--- config.mk ---
export PLATFORM = sky130hd
export DESIGN_NAME = mic_input_path_adc_control
export DESIGN_NICKNAME = d
export VERILOG_FILES = /design/src/mic_path_pkg.sv /design/src/gain_select.sv /design/src/sample_polarity.sv /design/src/mic_input_path_adc_control.sv
export VERILOG_INCLUDE_DIRS = /design/src /design/src/src
export SDC_FILE = /design/constraint.sdc
export NUM_CORES = 1
export LEC_CHECK = 0
export ABC_AREA = 1
export BUFFER_PORTS_ARGS = -buffer_cell sky130_fd_sc_hd__clkbuf_2
export CELL_PAD_IN_SITES_DETAIL_PLACEMENT = 1
export CELL_PAD_IN_SITES_GLOBAL_PLACEMENT = 2
export CORE_UTILIZATION = 29
export DETAILED_ROUTE_END_ITERATION = 6
export PLACE_DENSITY_LB_ADDON = 0.05
export SLEW_MARGIN = 10
export SYNTH_ARGS = -nofsm -noshare
export SYNTH_HDL_FRONTEND = slang
export SYNTH_SLANG_ARGS = --single-unit
--- constraint.sdc ---
create_clock -name clk -period 1.1 [get_ports clk]
set_input_delay 0.165 -clock clk [delete_from_list [all_inputs] [get_ports clk]]
set_output_delay 0.165 -clock clk [all_outputs]
set_load 0.1 [all_outputs]
--- src/mic_path_params.svh ---
/*
 * Register offsets, writable-bit masks, reset values and field positions
 * for the microphone input path and converter control block.
 * Assumes a 7-bit word address and 9-bit register words.
 */
`ifndef MIC_PATH_PARAMS_SVH
`define MIC_PATH_PARAMS_SVH

`define ADDR_W 7
`define DATA_W 9

`define OFS_BIAS_POWER 7'h01
`define OFS_BLOCK_POWER 7'h02
`define OFS_SAMPLE_RATE 7'h07
`define OFS_ADC_FILTER 7'h0e
`define OFS_LEVEL_CONFIG 7'h20
`define OFS_INPUT_SELECT 7'h2c
`define OFS_INPUT_GAIN 7'h2d
`define OFS_BOOST_MIX 7'h2f
`define OFS_BIAS_MODE 7'h3a
`define OFS_PATH_STATUS 7'h40

`define MASK_BIAS_POWER 9'h010
`define MASK_BLOCK_POWER 9'h015
`define MASK_SAMPLE_RATE 9'h00e
`define MASK_ADC_FILTER 9'h1f9
`define MASK_LEVEL_CONFIG 9'h13f
`define MASK_INPUT_SELECT 9'h183
`define MASK_INPUT_GAIN 9'h0ff
`define MASK_BOOST_MIX 9'h170
`define MASK_BIAS_MODE 9'h010

`define RST_BIAS_POWER 9'h000
`define RST_BLOCK_POWER 9'h000
`define RST_SAMPLE_RATE 9'h000
`define RST_ADC_FILTER 9'h000
`define RST_LEVEL_CONFIG 9'h038
`define RST_INPUT_SELECT 9'h000
`define RST_INPUT_GAIN 9'h010
`define RST_BOOST_MIX 9'h000
`define RST_BIAS_MODE 9'h000

`define BIAS_EN_BIT 4
`define CONV_EN_BIT 0
`define AMP_EN_BIT 2
`define BOOST_EN_BIT 4
`define RATE_LSB 1
`define POL_BIT 0
`define OSR_BIT 3
`define HP_CODE_LSB 4
`define HP_MODE_BIT 7
`define HP_EN_BIT 8
`define LVL_EN_BIT 8
`define POS_SEL_BIT 0
`define NEG_SEL_BIT 1
`define BIAS_V_LSB 7
`define ZC_BIT 7
`define MUTE_BIT 6
`define AMP_BOOST_BIT 8
`define POS_BOOST_LSB 4
`define BIAS_MODE_BIT 4

// Bias level in percent of supply, entry {mode, code}, entry 0 highest.
`define BIAS_PCT_TABLE {7'h32, 7'h46, 7'h3c, 7'h55, 7'h32, 7'h4b, 7'h41, 7'h5a}

`endif

--- src/mic_path_pkg.sv ---
/*
 * Shared types of the microphone input path control block.
 * Assumes the constants of mic_path_params.svh.
 */
package mic_path_pkg;
  typedef logic [8:0] reg_word_type;
  typedef logic [5:0] gain_code_type;
  typedef enum logic [1:0] {
    RATE_GROUP_LOW,
    RATE_GROUP_MID,
    RATE_GROUP_HIGH
  } rate_group_type;
endpackage : mic_path_pkg

--- src/gain_select.sv ---
/*
 * Chooses the gain code applied to the input amplifier and, when asked,
 * holds each change until the analogue zero-cross comparator toggles.
 * Assumes zero_cross_pin is asynchronous and level_gain is on clk.
 */
`timescale 1ns/1ps
module gain_select #(parameter int GAIN_W = 6,
                     parameter logic [5:0] GAIN_RST = 6'h10) (
  input wire logic clk,
  input wire logic reset_n,
  input wire logic [GAIN_W-1:0] manual_gain,
  input wire logic [GAIN_W-1:0] level_gain,
  input wire logic level_enable,
  input wire logic zc_enable,
  input wire logic zero_cross_pin,
  output logic [GAIN_W-1:0] applied_gain
);
  logic [2:0] zc_sync;
  logic zc_level;
  logic zc_event;
  logic [GAIN_W-1:0] target;

  if (GAIN_W != 6) begin : g_bad_width
    $error("gain_select serves a 6-bit gain code only");
  end

  always_ff @(posedge clk or negedge reset_n) begin
    if (!reset_n) begin
      zc_sync <= 3'h0;
    end else begin
      zc_sync <= {zc_sync[1:0], zero_cross_pin};
    end
  end

  // A change counts only once the second and third stages agree.
  always_ff @(posedge clk or negedge reset_n) begin
    if (!reset_n) begin
      zc_level <= 1'b0;
    end else if (zc_sync[1] == zc_sync[2]) begin
      zc_level <= zc_sync[2];
    end
  end

  assign zc_event = (zc_sync[1] == zc_sync[2]) && (zc_sync[2] != zc_level);
  assign target = level_enable ? level_gain : manual_gain;

  always_ff @(posedge clk or negedge reset_n) begin
    if (!reset_n) begin
      applied_gain <= GAIN_RST[GAIN_W-1:0];
    end else if (!zc_enable || zc_event) begin
      applied_gain <= target;
    end
  end
endmodule : gain_select

--- src/sample_polarity.sv ---
/*
 * Passes converter words, inverting them on request with saturation.
 * Assumes sample_in arrives on clk with a one-cycle valid.
 */
`timescale 1ns/1ps
module sample_polarity #(parameter int SAMPLE_W = 24) (
  input wire logic clk,
  input wire logic reset_n,
  input wire logic run,
  input wire logic invert,
  input wire logic [SAMPLE_W-1:0] sample_in,
  input wire logic sample_in_valid,
  output logic [SAMPLE_W-1:0] sample_out,
  output logic sample_out_valid
);
  localparam logic [SAMPLE_W-1:0] MOST_NEG = {1'b1, {(SAMPLE_W-1){1'b0}}};

  if (SAMPLE_W < 2) begin : g_bad_width
    $error("sample_polarity needs at least two bits");
  end

  // Negating the most negative word would wrap, so it saturates instead.
  always_ff @(posedge clk or negedge reset_n) begin
    if (!reset_n) begin
      sample_out <= '0;
      sample_out_valid <= 1'b0;
    end else begin
      sample_out_valid <= run && sample_in_valid;
      if (run && sample_in_valid) begin
        if (!invert) begin
          sample_out <= sample_in;
        end else if (sample_in == MOST_NEG) begin
          sample_out <= ~MOST_NEG;
        end else begin
          sample_out <= -sample_in;
        end
      end
    end
  end
endmodule : sample_polarity

--- src/mic_input_path_adc_control.sv ---
/*
 * Control registers of the microphone input path and converter front end,
 * decoded into registered controls for the analogue blocks, plus the
 * gain selector and the output word polarity stage.
 * Assumes a single-cycle strobe register port on clk, read data one
 * cycle after the read strobe, and a level controller on the same clock.
 */
// Added by the designer: the address-and-strobe port.
`timescale 1ns/1ps
`include "mic_path_params.svh"
module mic_input_path_adc_control #(parameter int SAMPLE_W = 24) (
  input wire logic clk,
  input wire logic reset_n,
  input wire logic [`ADDR_W-1:0] addr,
  input wire logic [`DATA_W-1:0] wr_data,
  input wire logic wr_en,
  input wire logic rd_en,
  output logic [`DATA_W-1:0] rd_data,
  input wire logic [5:0] level_gain,
  input wire logic zero_cross_pin,
  input wire logic [SAMPLE_W-1:0] adc_sample,
  input wire logic adc_sample_valid,
  output logic neg_input_select,
  output logic neg_ref_tie,
  output logic pos_input_select,
  output logic pos_ref_tie,
  output logic input_amp_enable,
  output mic_path_pkg::gain_code_type amp_gain,
  output logic amp_to_mixer_connect,
  output logic boost_stage_enable,
  output logic amp_path_boost_select,
  output logic [2:0] pos_pin_boost_gain,
  output logic pos_path_connect,
  output logic bias_output_enable,
  output logic [6:0] bias_ratio_pct,
  output logic converter_enable,
  output logic oversample_select,
  output logic highpass_enable,
  output logic highpass_mode,
  output logic [2:0] highpass_cutoff_code,
  output mic_path_pkg::rate_group_type rate_group,
  output logic [SAMPLE_W-1:0] conv_data,
  output logic conv_valid
);
  localparam int N = 9;
  localparam int I_BIASP = 0;
  localparam int I_PWR = 1;
  localparam int I_RATE = 2;
  localparam int I_FILT = 3;
  localparam int I_LVL = 4;
  localparam int I_SEL = 5;
  localparam int I_GAIN = 6;
  localparam int I_BOOST = 7;
  localparam int I_BMODE = 8;

  localparam logic [`ADDR_W-1:0] REG_ADDR [N] = '{
    `OFS_BIAS_POWER, `OFS_BLOCK_POWER, `OFS_SAMPLE_RATE, `OFS_ADC_FILTER,
    `OFS_LEVEL_CONFIG, `OFS_INPUT_SELECT, `OFS_INPUT_GAIN, `OFS_BOOST_MIX,
    `OFS_BIAS_MODE};
  localparam mic_path_pkg::reg_word_type REG_MASK [N] = '{
    `MASK_BIAS_POWER, `MASK_BLOCK_POWER, `MASK_SAMPLE_RATE,
    `MASK_ADC_FILTER, `MASK_LEVEL_CONFIG, `MASK_INPUT_SELECT,
    `MASK_INPUT_GAIN, `MASK_BOOST_MIX, `MASK_BIAS_MODE};
  localparam mic_path_pkg::reg_word_type REG_RST [N] = '{
    `RST_BIAS_POWER, `RST_BLOCK_POWER, `RST_SAMPLE_RATE, `RST_ADC_FILTER,
    `RST_LEVEL_CONFIG, `RST_INPUT_SELECT, `RST_INPUT_GAIN, `RST_BOOST_MIX,
    `RST_BIAS_MODE};
  localparam mic_path_pkg::reg_word_type GAIN_RST = `RST_INPUT_GAIN;
  localparam logic [55:0] BIAS_TABLE = `BIAS_PCT_TABLE;

  mic_path_pkg::reg_word_type regs [N];
  mic_path_pkg::reg_word_type next_rd_data;
  mic_path_pkg::gain_code_type applied_gain;
  logic [2:0] rate_field;
  logic [2:0] bias_idx;

  if (SAMPLE_W != 24) begin : g_bad_width
    $error("converter words must be 24 bits wide");
  end

  // Only the documented bits are stored; the others stay zero.
  for (genvar i = 0; i < N; i++) begin : g_reg
    always_ff @(posedge clk or negedge reset_n) begin
      if (!reset_n) begin
        regs[i] <= REG_RST[i];
      end else if (wr_en && addr == REG_ADDR[i]) begin
        regs[i] <= wr_data & REG_MASK[i];
      end
    end
  end

  // Status word: applied gain and whether the level controller owns it.
  always_comb begin
    next_rd_data = '0;
    for (int i = 0; i < N; i++) begin
      if (addr == REG_ADDR[i]) begin
        next_rd_data = regs[i];
      end
    end
    if (addr == `OFS_PATH_STATUS) begin
      next_rd_data = {2'h0, regs[I_LVL][`LVL_EN_BIT], applied_gain};
    end
  end

  // Read data stand only in the cycle after the strobe.
  always_ff @(posedge clk or negedge reset_n) begin
    if (!reset_n) begin
      rd_data <= '0;
    end else begin
      rd_data <= rd_en ? next_rd_data : '0;
    end
  end

  always_ff @(posedge clk or negedge reset_n) begin
    if (!reset_n) begin
      neg_input_select <= 1'b0;
      neg_ref_tie <= 1'b1;
      pos_input_select <= 1'b0;
      pos_ref_tie <= 1'b1;
    end else begin
      neg_input_select <= regs[I_SEL][`NEG_SEL_BIT];
      neg_ref_tie <= !regs[I_SEL][`NEG_SEL_BIT];
      pos_ref_tie <= !regs[I_SEL][`POS_SEL_BIT];
      pos_input_select <= regs[I_SEL][`POS_SEL_BIT];
    end
  end

  always_ff @(posedge clk or negedge reset_n) begin
    if (!reset_n) begin
      input_amp_enable <= 1'b0;
      amp_to_mixer_connect <= 1'b1;
    end else begin
      input_amp_enable <= regs[I_PWR][`AMP_EN_BIT];
      amp_to_mixer_connect <= !regs[I_GAIN][`MUTE_BIT];
    end
  end

  gain_select #(.GAIN_W(6), .GAIN_RST(GAIN_RST[5:0])) u_gain (
    .clk(clk),
    .reset_n(reset_n),
    .manual_gain(regs[I_GAIN][5:0]),
    .level_gain(level_gain),
    .level_enable(regs[I_LVL][`LVL_EN_BIT]),
    .zc_enable(regs[I_GAIN][`ZC_BIT]),
    .zero_cross_pin(zero_cross_pin),
    .applied_gain(applied_gain)
  );

  // The selector already ends in a flop; this stage keeps the port timing.
  always_ff @(posedge clk or negedge reset_n) begin
    if (!reset_n) begin
      amp_gain <= GAIN_RST[5:0];
    end else begin
      amp_gain <= applied_gain;
    end
  end

  always_ff @(posedge clk or negedge reset_n) begin
    if (!reset_n) begin
      boost_stage_enable <= 1'b0;
      amp_path_boost_select <= 1'b0;
      pos_pin_boost_gain <= 3'h0;
      pos_path_connect <= 1'b0;
    end else begin
      boost_stage_enable <= regs[I_PWR][`BOOST_EN_BIT];
      amp_path_boost_select <= regs[I_BOOST][`AMP_BOOST_BIT];
      pos_pin_boost_gain <= regs[I_BOOST][`POS_BOOST_LSB +: 3];
      pos_path_connect <= regs[I_BOOST][`POS_BOOST_LSB +: 3] != 3'h0;
    end
  end

  assign bias_idx = {regs[I_BMODE][`BIAS_MODE_BIT],
                     regs[I_SEL][`BIAS_V_LSB +: 2]};

  always_ff @(posedge clk or negedge reset_n) begin
    if (!reset_n) begin
      bias_output_enable <= 1'b0;
      bias_ratio_pct <= BIAS_TABLE[6:0];
    end else begin
      bias_output_enable <= regs[I_BIASP][`BIAS_EN_BIT];
      bias_ratio_pct <= BIAS_TABLE[bias_idx*7 +: 7];
    end
  end

  assign rate_field = regs[I_RATE][`RATE_LSB +: 3];

  // Rate codes pair off: 1x0/1x1 low, 01x mid, 00x high.
  always_ff @(posedge clk or negedge reset_n) begin
    if (!reset_n) begin
      converter_enable <= 1'b0;
      oversample_select <= 1'b0;
      highpass_enable <= 1'b0;
      highpass_mode <= 1'b0;
      highpass_cutoff_code <= 3'h0;
      rate_group <= mic_path_pkg::RATE_GROUP_HIGH;
    end else begin
      converter_enable <= regs[I_PWR][`CONV_EN_BIT];
      oversample_select <= regs[I_FILT][`OSR_BIT];
      highpass_enable <= regs[I_FILT][`HP_EN_BIT];
      highpass_mode <= regs[I_FILT][`HP_MODE_BIT];
      highpass_cutoff_code <= regs[I_FILT][`HP_CODE_LSB +: 3];
      if (rate_field[2]) begin
        rate_group <= mic_path_pkg::RATE_GROUP_LOW;
      end else if (rate_field[1]) begin
        rate_group <= mic_path_pkg::RATE_GROUP_MID;
      end else begin
        rate_group <= mic_path_pkg::RATE_GROUP_HIGH;
      end
    end
  end

  sample_polarity #(.SAMPLE_W(SAMPLE_W)) u_pol (
    .clk(clk),
    .reset_n(reset_n),
    .run(regs[I_PWR][`CONV_EN_BIT]),
    .invert(regs[I_FILT][`POL_BIT]),
    .sample_in(adc_sample),
    .sample_in_valid(adc_sample_valid),
    .sample_out(conv_data),
    .sample_out_valid(conv_valid)
  );
endmodule : mic_input_path_adc_control

==> flow_summary.json, run 1 <==
{
  "status": "finished, violations left",
  "violations": "negative setup slack",
  "die_h_um": 137,
  "mostFrequentLayoutCell": "nand2_1",
  "drt-vias-per-instance": 4.59,
  "rsz0062_at_grt": "yes",
  "die_area_um2": 18800,
  "cts.sinks": 117,
  "wirelength_um": 17900,
  "ys_types": 36,
  "reg2reg_to": "u_pol.sample_out[18]$_DFFE_PN0P_",
  "grt.total_usage_pct": 20.3,
  "timing.final.crit_share_pct": 119,
  "cts_root_buf": "clkbuf_16",
  "synthSimpleGateAreaFrac_pct": 23.9,
  "cts_buffers": 17,
  "fmax_mhz": 762,
  "synthToLayoutAreaGrowth_pct": 71.3,
  "pre_cts_ws_ns": -0.495,
  "yosysWarnings": 0,
  "rows": 48,
  "wl_per_cell_um": 16.3,
  "overflow": 0,
  "reg2reg_from": "regs[45]$_DFFE_PN0P_",
  "crit_type": "flip-flop to flip-flop",
  "worst_pin_slew_ns": 0.419,
  "timing_hold_violations_final": 0,
  "layout_common_cells": "142 x nand2_1, 96 x buf_4, 89 x dfrtp_1",
  "drtIter0Drc": 171,
  "synth_xor_area_share_pct": 2.32,
  "power_density_nw_per_um2": 2220,
  "antenna_cells": 0,
  "chipWidth_um": 137,
  "initial_core_util_pct": 30.1,
  "hold_path.class": "input pin to flip-flop",
  "clk_pin_slew_worst_paths_ns": 0.06,
  "maxCapViolCount": 0,
  "cts_tree": "done",
  "synth_nets": 674,
  "p_leak_nw": 4.29,
  "post-route-util_pct": 51.6,
  "clk_latency_ns": 0.41,
  "min_period_ns": 1.31,
  "cp_max_fo": 8,
  "clock_path_buffers": 2,
  "htree_levels": 4,
  "cp-end-kind": "flip-flop",
  "dr.pass1.iters": 5,
  "worstPathArrival_ns": 1.66,
  "drv_slew": 0,
  "drive_above_1_share_pct": 42.2,
  "finClkSkew_ns": 0.00705,
  "r2r_slack_ns": -0.21,
  "ys_ff_latch": 117,
  "startpoint": "regs[45]$_DFFE_PN0P_",
  "ir_drop_v": 0.00211,
  "ys_seq_area_share_pct": 55.7,
  "coreArea_um2": 17500,
  "design.portCount": 121,
  "setup.worst_path.end": "u_pol.sample_out[18]$_DFFE_PN0P_",
  "synthAdderAreaFrac_pct": 1.66,
  "antenna_left": 0,
  "crit_required_ns": 1.45,
  "worst_slack_ns": -0.212,
  "fin_nets": 915,
  "grt_pass1_vias": 5358,
  "port_buffers": 120,
  "yosysTopAreaCell": "dfrtp_1",
  "grt_max_degree": 77,
  "remaining_drc_errors": 0,
  "start_kind": "flip-flop",
  "grt_pass1_wl_um": 28400,
  "place_hpwl_um": 13300,
  "avgSynthCellArea_um2": 8.59,
  "synth_compound_area_share_pct": 9.47,
  "synth_top_family_by_area": "simple AND/OR/NAND/NOR gates",
  "setup-violations-final": 96,
  "post-synth-top-area-fraction_pct": 48.8,
  "ys_top_cells_by_area": "dfrtp_1 49%, nand2_1 11%, dfstp_2 7.0%",
  "max_slew_margin_pct": 72.0,
  "antenna_found_initial": 0,
  "postSynthCellCount": 615,
  "muxShareOfSynthArea_pct": 0.758,
  "via_count": 5022,
  "synthesis.area_um2": 5290,
  "gp_congestion": 0.876,
  "r2r_cells": 8
}
[how the worst min path moves through the flow]
stage | from | end | cells after the start
4_1_cts | rd_en | rd_data[7]$_DFF_PN0_ | 3
3_5_place_dp | reset_n | u_pol.sample_out[2]$_DFFE_PN0P_ | 2
3_3_place_gp | reset_n | u_pol.sample_out[4]$_DFFE_PN0P_ | 2
2_1_floorplan | reset_n | amp_gain[0]$_DFF_PN0_ | 0
6_report | rd_en | rd_data[7]$_DFF_PN0_ | 3
5_1_grt | rd_en | rd_data[7]$_DFF_PN0_ | 3
[power by group]
group,internal (mW),switching [mW]
registers,5.13,0.765
logic,3.15,5.51
clock network,3.41,2.14
[synth_stat cells]
cell type,n
a211oi_1,1
a21boi_0,1
a21oi_1,16
a31oi_1,9
a41oi_1,2
and2_1,1
buf_1,1
buf_2,1
buf_6,5
clkbuf_1,7
clkinv_1,1
dfrtp_1,103
dfstp_2,14
ha_1,7
inv_1,60
inv_2,2
mux2i_1,4
nand2_1,156
nand2_2,4
nand3_1,26
nand3_2,3
nand4_1,5
nor2_1,98
nor2_2,2
nor2_4,2
nor3_1,3
nor3_4,1
nor4_1,1
o211ai_1,3
o21ai_0,51
o21ai_1,6
o21bai_1,2
o221ai_1,1
or2_2,2
xnor2_1,4
xor2_1,10
[through the flow]
step / area (um2) / total power [mW] / instances / setup TNS (ns) / hold WS (ns)
floorplan: 5370 / 10.7 / 615 / -2.10 / -0.131
global placement: 7990 / 14.2 / 1043 / -20.14 / 0.170
detailed placement: 7990 / 14.3 / 1043 / -22.79 / 0.170
CTS: 8800 / 20.1 / 1087 / -10.78 / 0.00299
global route: 9050 / 20.8 / 1094 / -13.56 / 0.0425
finish: 9050 / 20.1 / 1094 / -8.65 / 0.0259
[critical path: stages (launching register included)]
cell     delay [ns]
dfrtp_1        0.40
inv_2          0.06
nor4_2         0.13
buf_4          0.16
nand3_4        0.16
buf_6          0.20
nand3_2        0.05
o21ai_1        0.06
inv_1          0.05
[flip-flops by register name, summed over array words and instances, names as in the netlist, 2 cells and up]
register	cells
u_gain.applied_gain	6
amp_gain	6
rate_group	2
u_gain.zc_sync	3
rate_field	3
rd_data	9
highpass_cutoff_code	3
pos_pin_boost_gain	3
u_pol.sample_out	24
bias_idx	3
bias_ratio_pct	7
regs	32
[logic make-up after synthesis]
group	Yosys count
adder cells (fa/ha/maj)	7
AND/OR/NAND/NOR	304
AO/OA/AOI/OAI	92
XOR/XNOR	14
flip-flops	117
multiplexers	4
buffers and inverters	77
[routing by layer]
metal  GRT usage (%)  share of wire, %  vias to the layer above  wire length (um)
met5               0                 0                        -                 0
li1                -                 -                     2445                 -
met2            37.7                54                      109              9710
met3            3.41               3.4                       26               616
met4            6.84               1.9                        0               344
met1            23.4                40                     2442              7200
[what timing repair did]
action,4_1_cts,5_1_grt
gates cloned,2,0
hold buffers,6,0
pin swaps,5,15
buffers inserted,5,7
endpoints found under the setup margin,103,121
hold endpoints to repair,109,0
resized for setup,41,54
[cell type report]
class                      count  area [um2]
timing repair buffer         235        2630
clock buffer                  18         439
inverter                      63         264
clock inverter                14         150
fill                        1998        8480
sequential                   117        2960
multi-input combinational    422        2330
tap                          225         282
Power figures use the tool's default switching activity.
==> run 2, diff against run 1 <==
Settings changed: BUFFER_PORTS_ARGS -buffer_cell sky130_fd_sc_hd__clkbuf_2 to -buffer_cell sky130_fd_sc_hd__buf_2, CORE_MARGIN from default to 2.
==> flow_summary.json, run 2 (synthesis gave the netlist of run 1 again) <==
{
  "port_buffers": 120,
  "finClkSkew_ns": 0.0104,
  "grt_max_degree": 27,
  "coreArea_um2": 17900,
  "clock_path_buffers": 2,
  "p_leak_nw": 4.31,
  "status": "finished, violations left",
  "remaining_drc_errors": 0,
  "mostFrequentLayoutCell": "nand2_1",
  "worst_pin_slew_ns": 0.397,
  "initial_core_util_pct": 29.5,
  "top_register": "regs",
  "cp_slowest_stage_delay_ns": 0.55,
  "wirelength_um": 18000,
  "rows": 49,
  "design.portCount": 121,
  "via_count": 5050,
  "grt_pass1_wl_um": 29000,
  "clk_pin_slew_worst_paths_ns": 0.05,
  "hold_path.class": "input pin to flip-flop",
  "antenna_cells": 0,
  "fin_nets": 914,
  "overflow": 0,
  "htree_levels": 4,
  "fmax_mhz": 770,
  "gp_congestion": 0.826,
  "synthToLayoutAreaGrowth_pct": 72.2,
  "cts.sinks": 117,
  "worst-path-buf-inv": 1,
  "power_density_nw_per_um2": 2200,
  "drive_above_1_share_pct": 42.7,
  "die_h_um": 139,
  "top_regs": "regs x32, u_pol.sample_out x24, rd_data x9",
  "drt-vias-per-instance": 4.60,
  "max_slew_margin_pct": 73.4,
  "pre_cts_ws_ns": -0.438,
  "place_hpwl_um": 13800,
  "worstPathArrival_ns": 1.13,
  "cts_root_buf": "clkbuf_16",
  "cp_max_fo": 1,
  "power_frac_comb_pct": 43.0,
  "fillers": 2019,
  "setup-violations-final": 96,
  "pwr-share-seq_pct": 29.5,
  "drtIter0Drc": 154,
  "drv_slew": 0,
  "worst_hold_slack_ns": 0.0147,
  "timing_hold_violations_final": 0,
  "largest_reg_flops": 32,
  "ir_drop_v": 0.00212,
  "path_cells": "buf_12",
  "pwr-share-clk_pct": 27.5,
  "layout_common_cells": "143 x nand2_1, 94 x buf_4, 90 x dfrtp_1",
  "internal_power_mw": 11.8,
  "min_period_ns": 1.30,
  "post-route-util_pct": 50.8,
  "worst_slack_ns": -0.199,
  "antenna_found_initial": 0,
  "chipWidth_um": 139,
  "cp_slowest_cell": "dfstp_2",
  "maxCapViolCount": 0,
  "cts_tree": "done",
  "start_kind": "flip-flop",
  "cp-end-kind": "output port",
  "violations": "negative setup slack",
  "crit_type": "flip-flop to output port",
  "p_sw_mw": 8.28,
  "clk_latency_ns": 0.41,
  "cts_buffers": 17,
  "cpLargestDelayFamily": "flip-flops",
  "rsz0062_at_grt": "yes",
  "grt_pass1_vias": 5592,
  "wl_per_cell_um": 16.4,
  "dr.pass1.iters": 5,
  "antenna_left": 0,
  "grt.total_usage_pct": 19.1,
  "swShare_pct": 41.3,
  "die_area_um2": 19300,
  "crit_required_ns": 0.94,
  "timing.final.crit_share_pct": 118
}
run 2: layout make-up:
type                            instances  area, um2  share of cell area [%]
Clock inverter                          8        101                    1.11
Inverter                               63        264                    2.90
Sequential cell                       117       2960                    32.5
Multi-Input combinational cell        422       2370                    26.0
Timing Repair Buffer                  234       2640                    29.0
Tap cell                              229        287                    3.15
Clock buffer                           24        482                    5.29
run 2: worst paths after layout:
check / startpoint / slack, ns / cells past startpoint / end
max: bias_ratio_pct[6]$_DFF_PN1_ / -0.20 / 1 / bias_ratio_pct[6]
max reg2reg: regs[45]$_DFFE_PN0P_ / -0.19 / 5 / u_pol.sample_out[5]$_DFFE_PN0P_
min reg2reg: u_gain.zc_sync[0]$_DFF_PN0_ / 0.35 / 0 / u_gain.zc_sync[1]$_DFF_PN0_
min in group asynchronous: reset_n / 0.19 / 2 / u_pol.sample_out_valid$_DFF_PN0_
min: wr_data[4] / 0.01 / 3 / bias_idx[2]$_DFFE_PN0P_
max in group asynchronous: reset_n / 0.36 / 3 / regs[22]$_DFFE_PN1P_
run 2: worst min-delay path: cells and delay by family:
kind                   cells  cell delay [ns]
AOI/OAI and AO/OA          1             0.07
buffers and inverters      1             0.10
and+or+nand+nor            1             0.05
run 2: what timing repair did:
action / in CTS / in global routing
gates cloned: 2 / 0
pin swaps: 11 / 23
buffers inserted: 10 / 6
hold buffers: 5 / 0
endpoints found under the hold margin: 110 / 0
setup endpoints to repair: 106 / 118
resized for setup: 51 / 59
run 2: metrics by stage:
step                power [mW]  setup TNS, ns  area, um2  instances
finish                    20.0          -7.86       9100       1097
CTS                       20.1          -9.60       8860       1094
global route              20.8         -11.84       9100       1097
global placement          14.2         -19.45       7990       1047
detailed placement        14.3         -22.18       7990       1047
floorplan                 10.7          -2.10       5370        615
run 2: per-layer routing:
metal | track usage [%] | wire length (um)
met1 | 22.2 | 7370
met2 | 35.8 | 9740
met3 | 3.07 | 532
met4 | 6.22 | 335
met5 | 0 | 0
run 2: power by group through the flow:
stage               combinational, mW  clock, mW  sequential (mW)
floorplan                       0.926          0             9.73
global placement                 8.32          0             5.92
detailed placement               8.38          0             5.97
CTS                              8.57       5.62             5.91
global route                     8.94       5.83             5.99
finish                           8.62       5.51             5.91
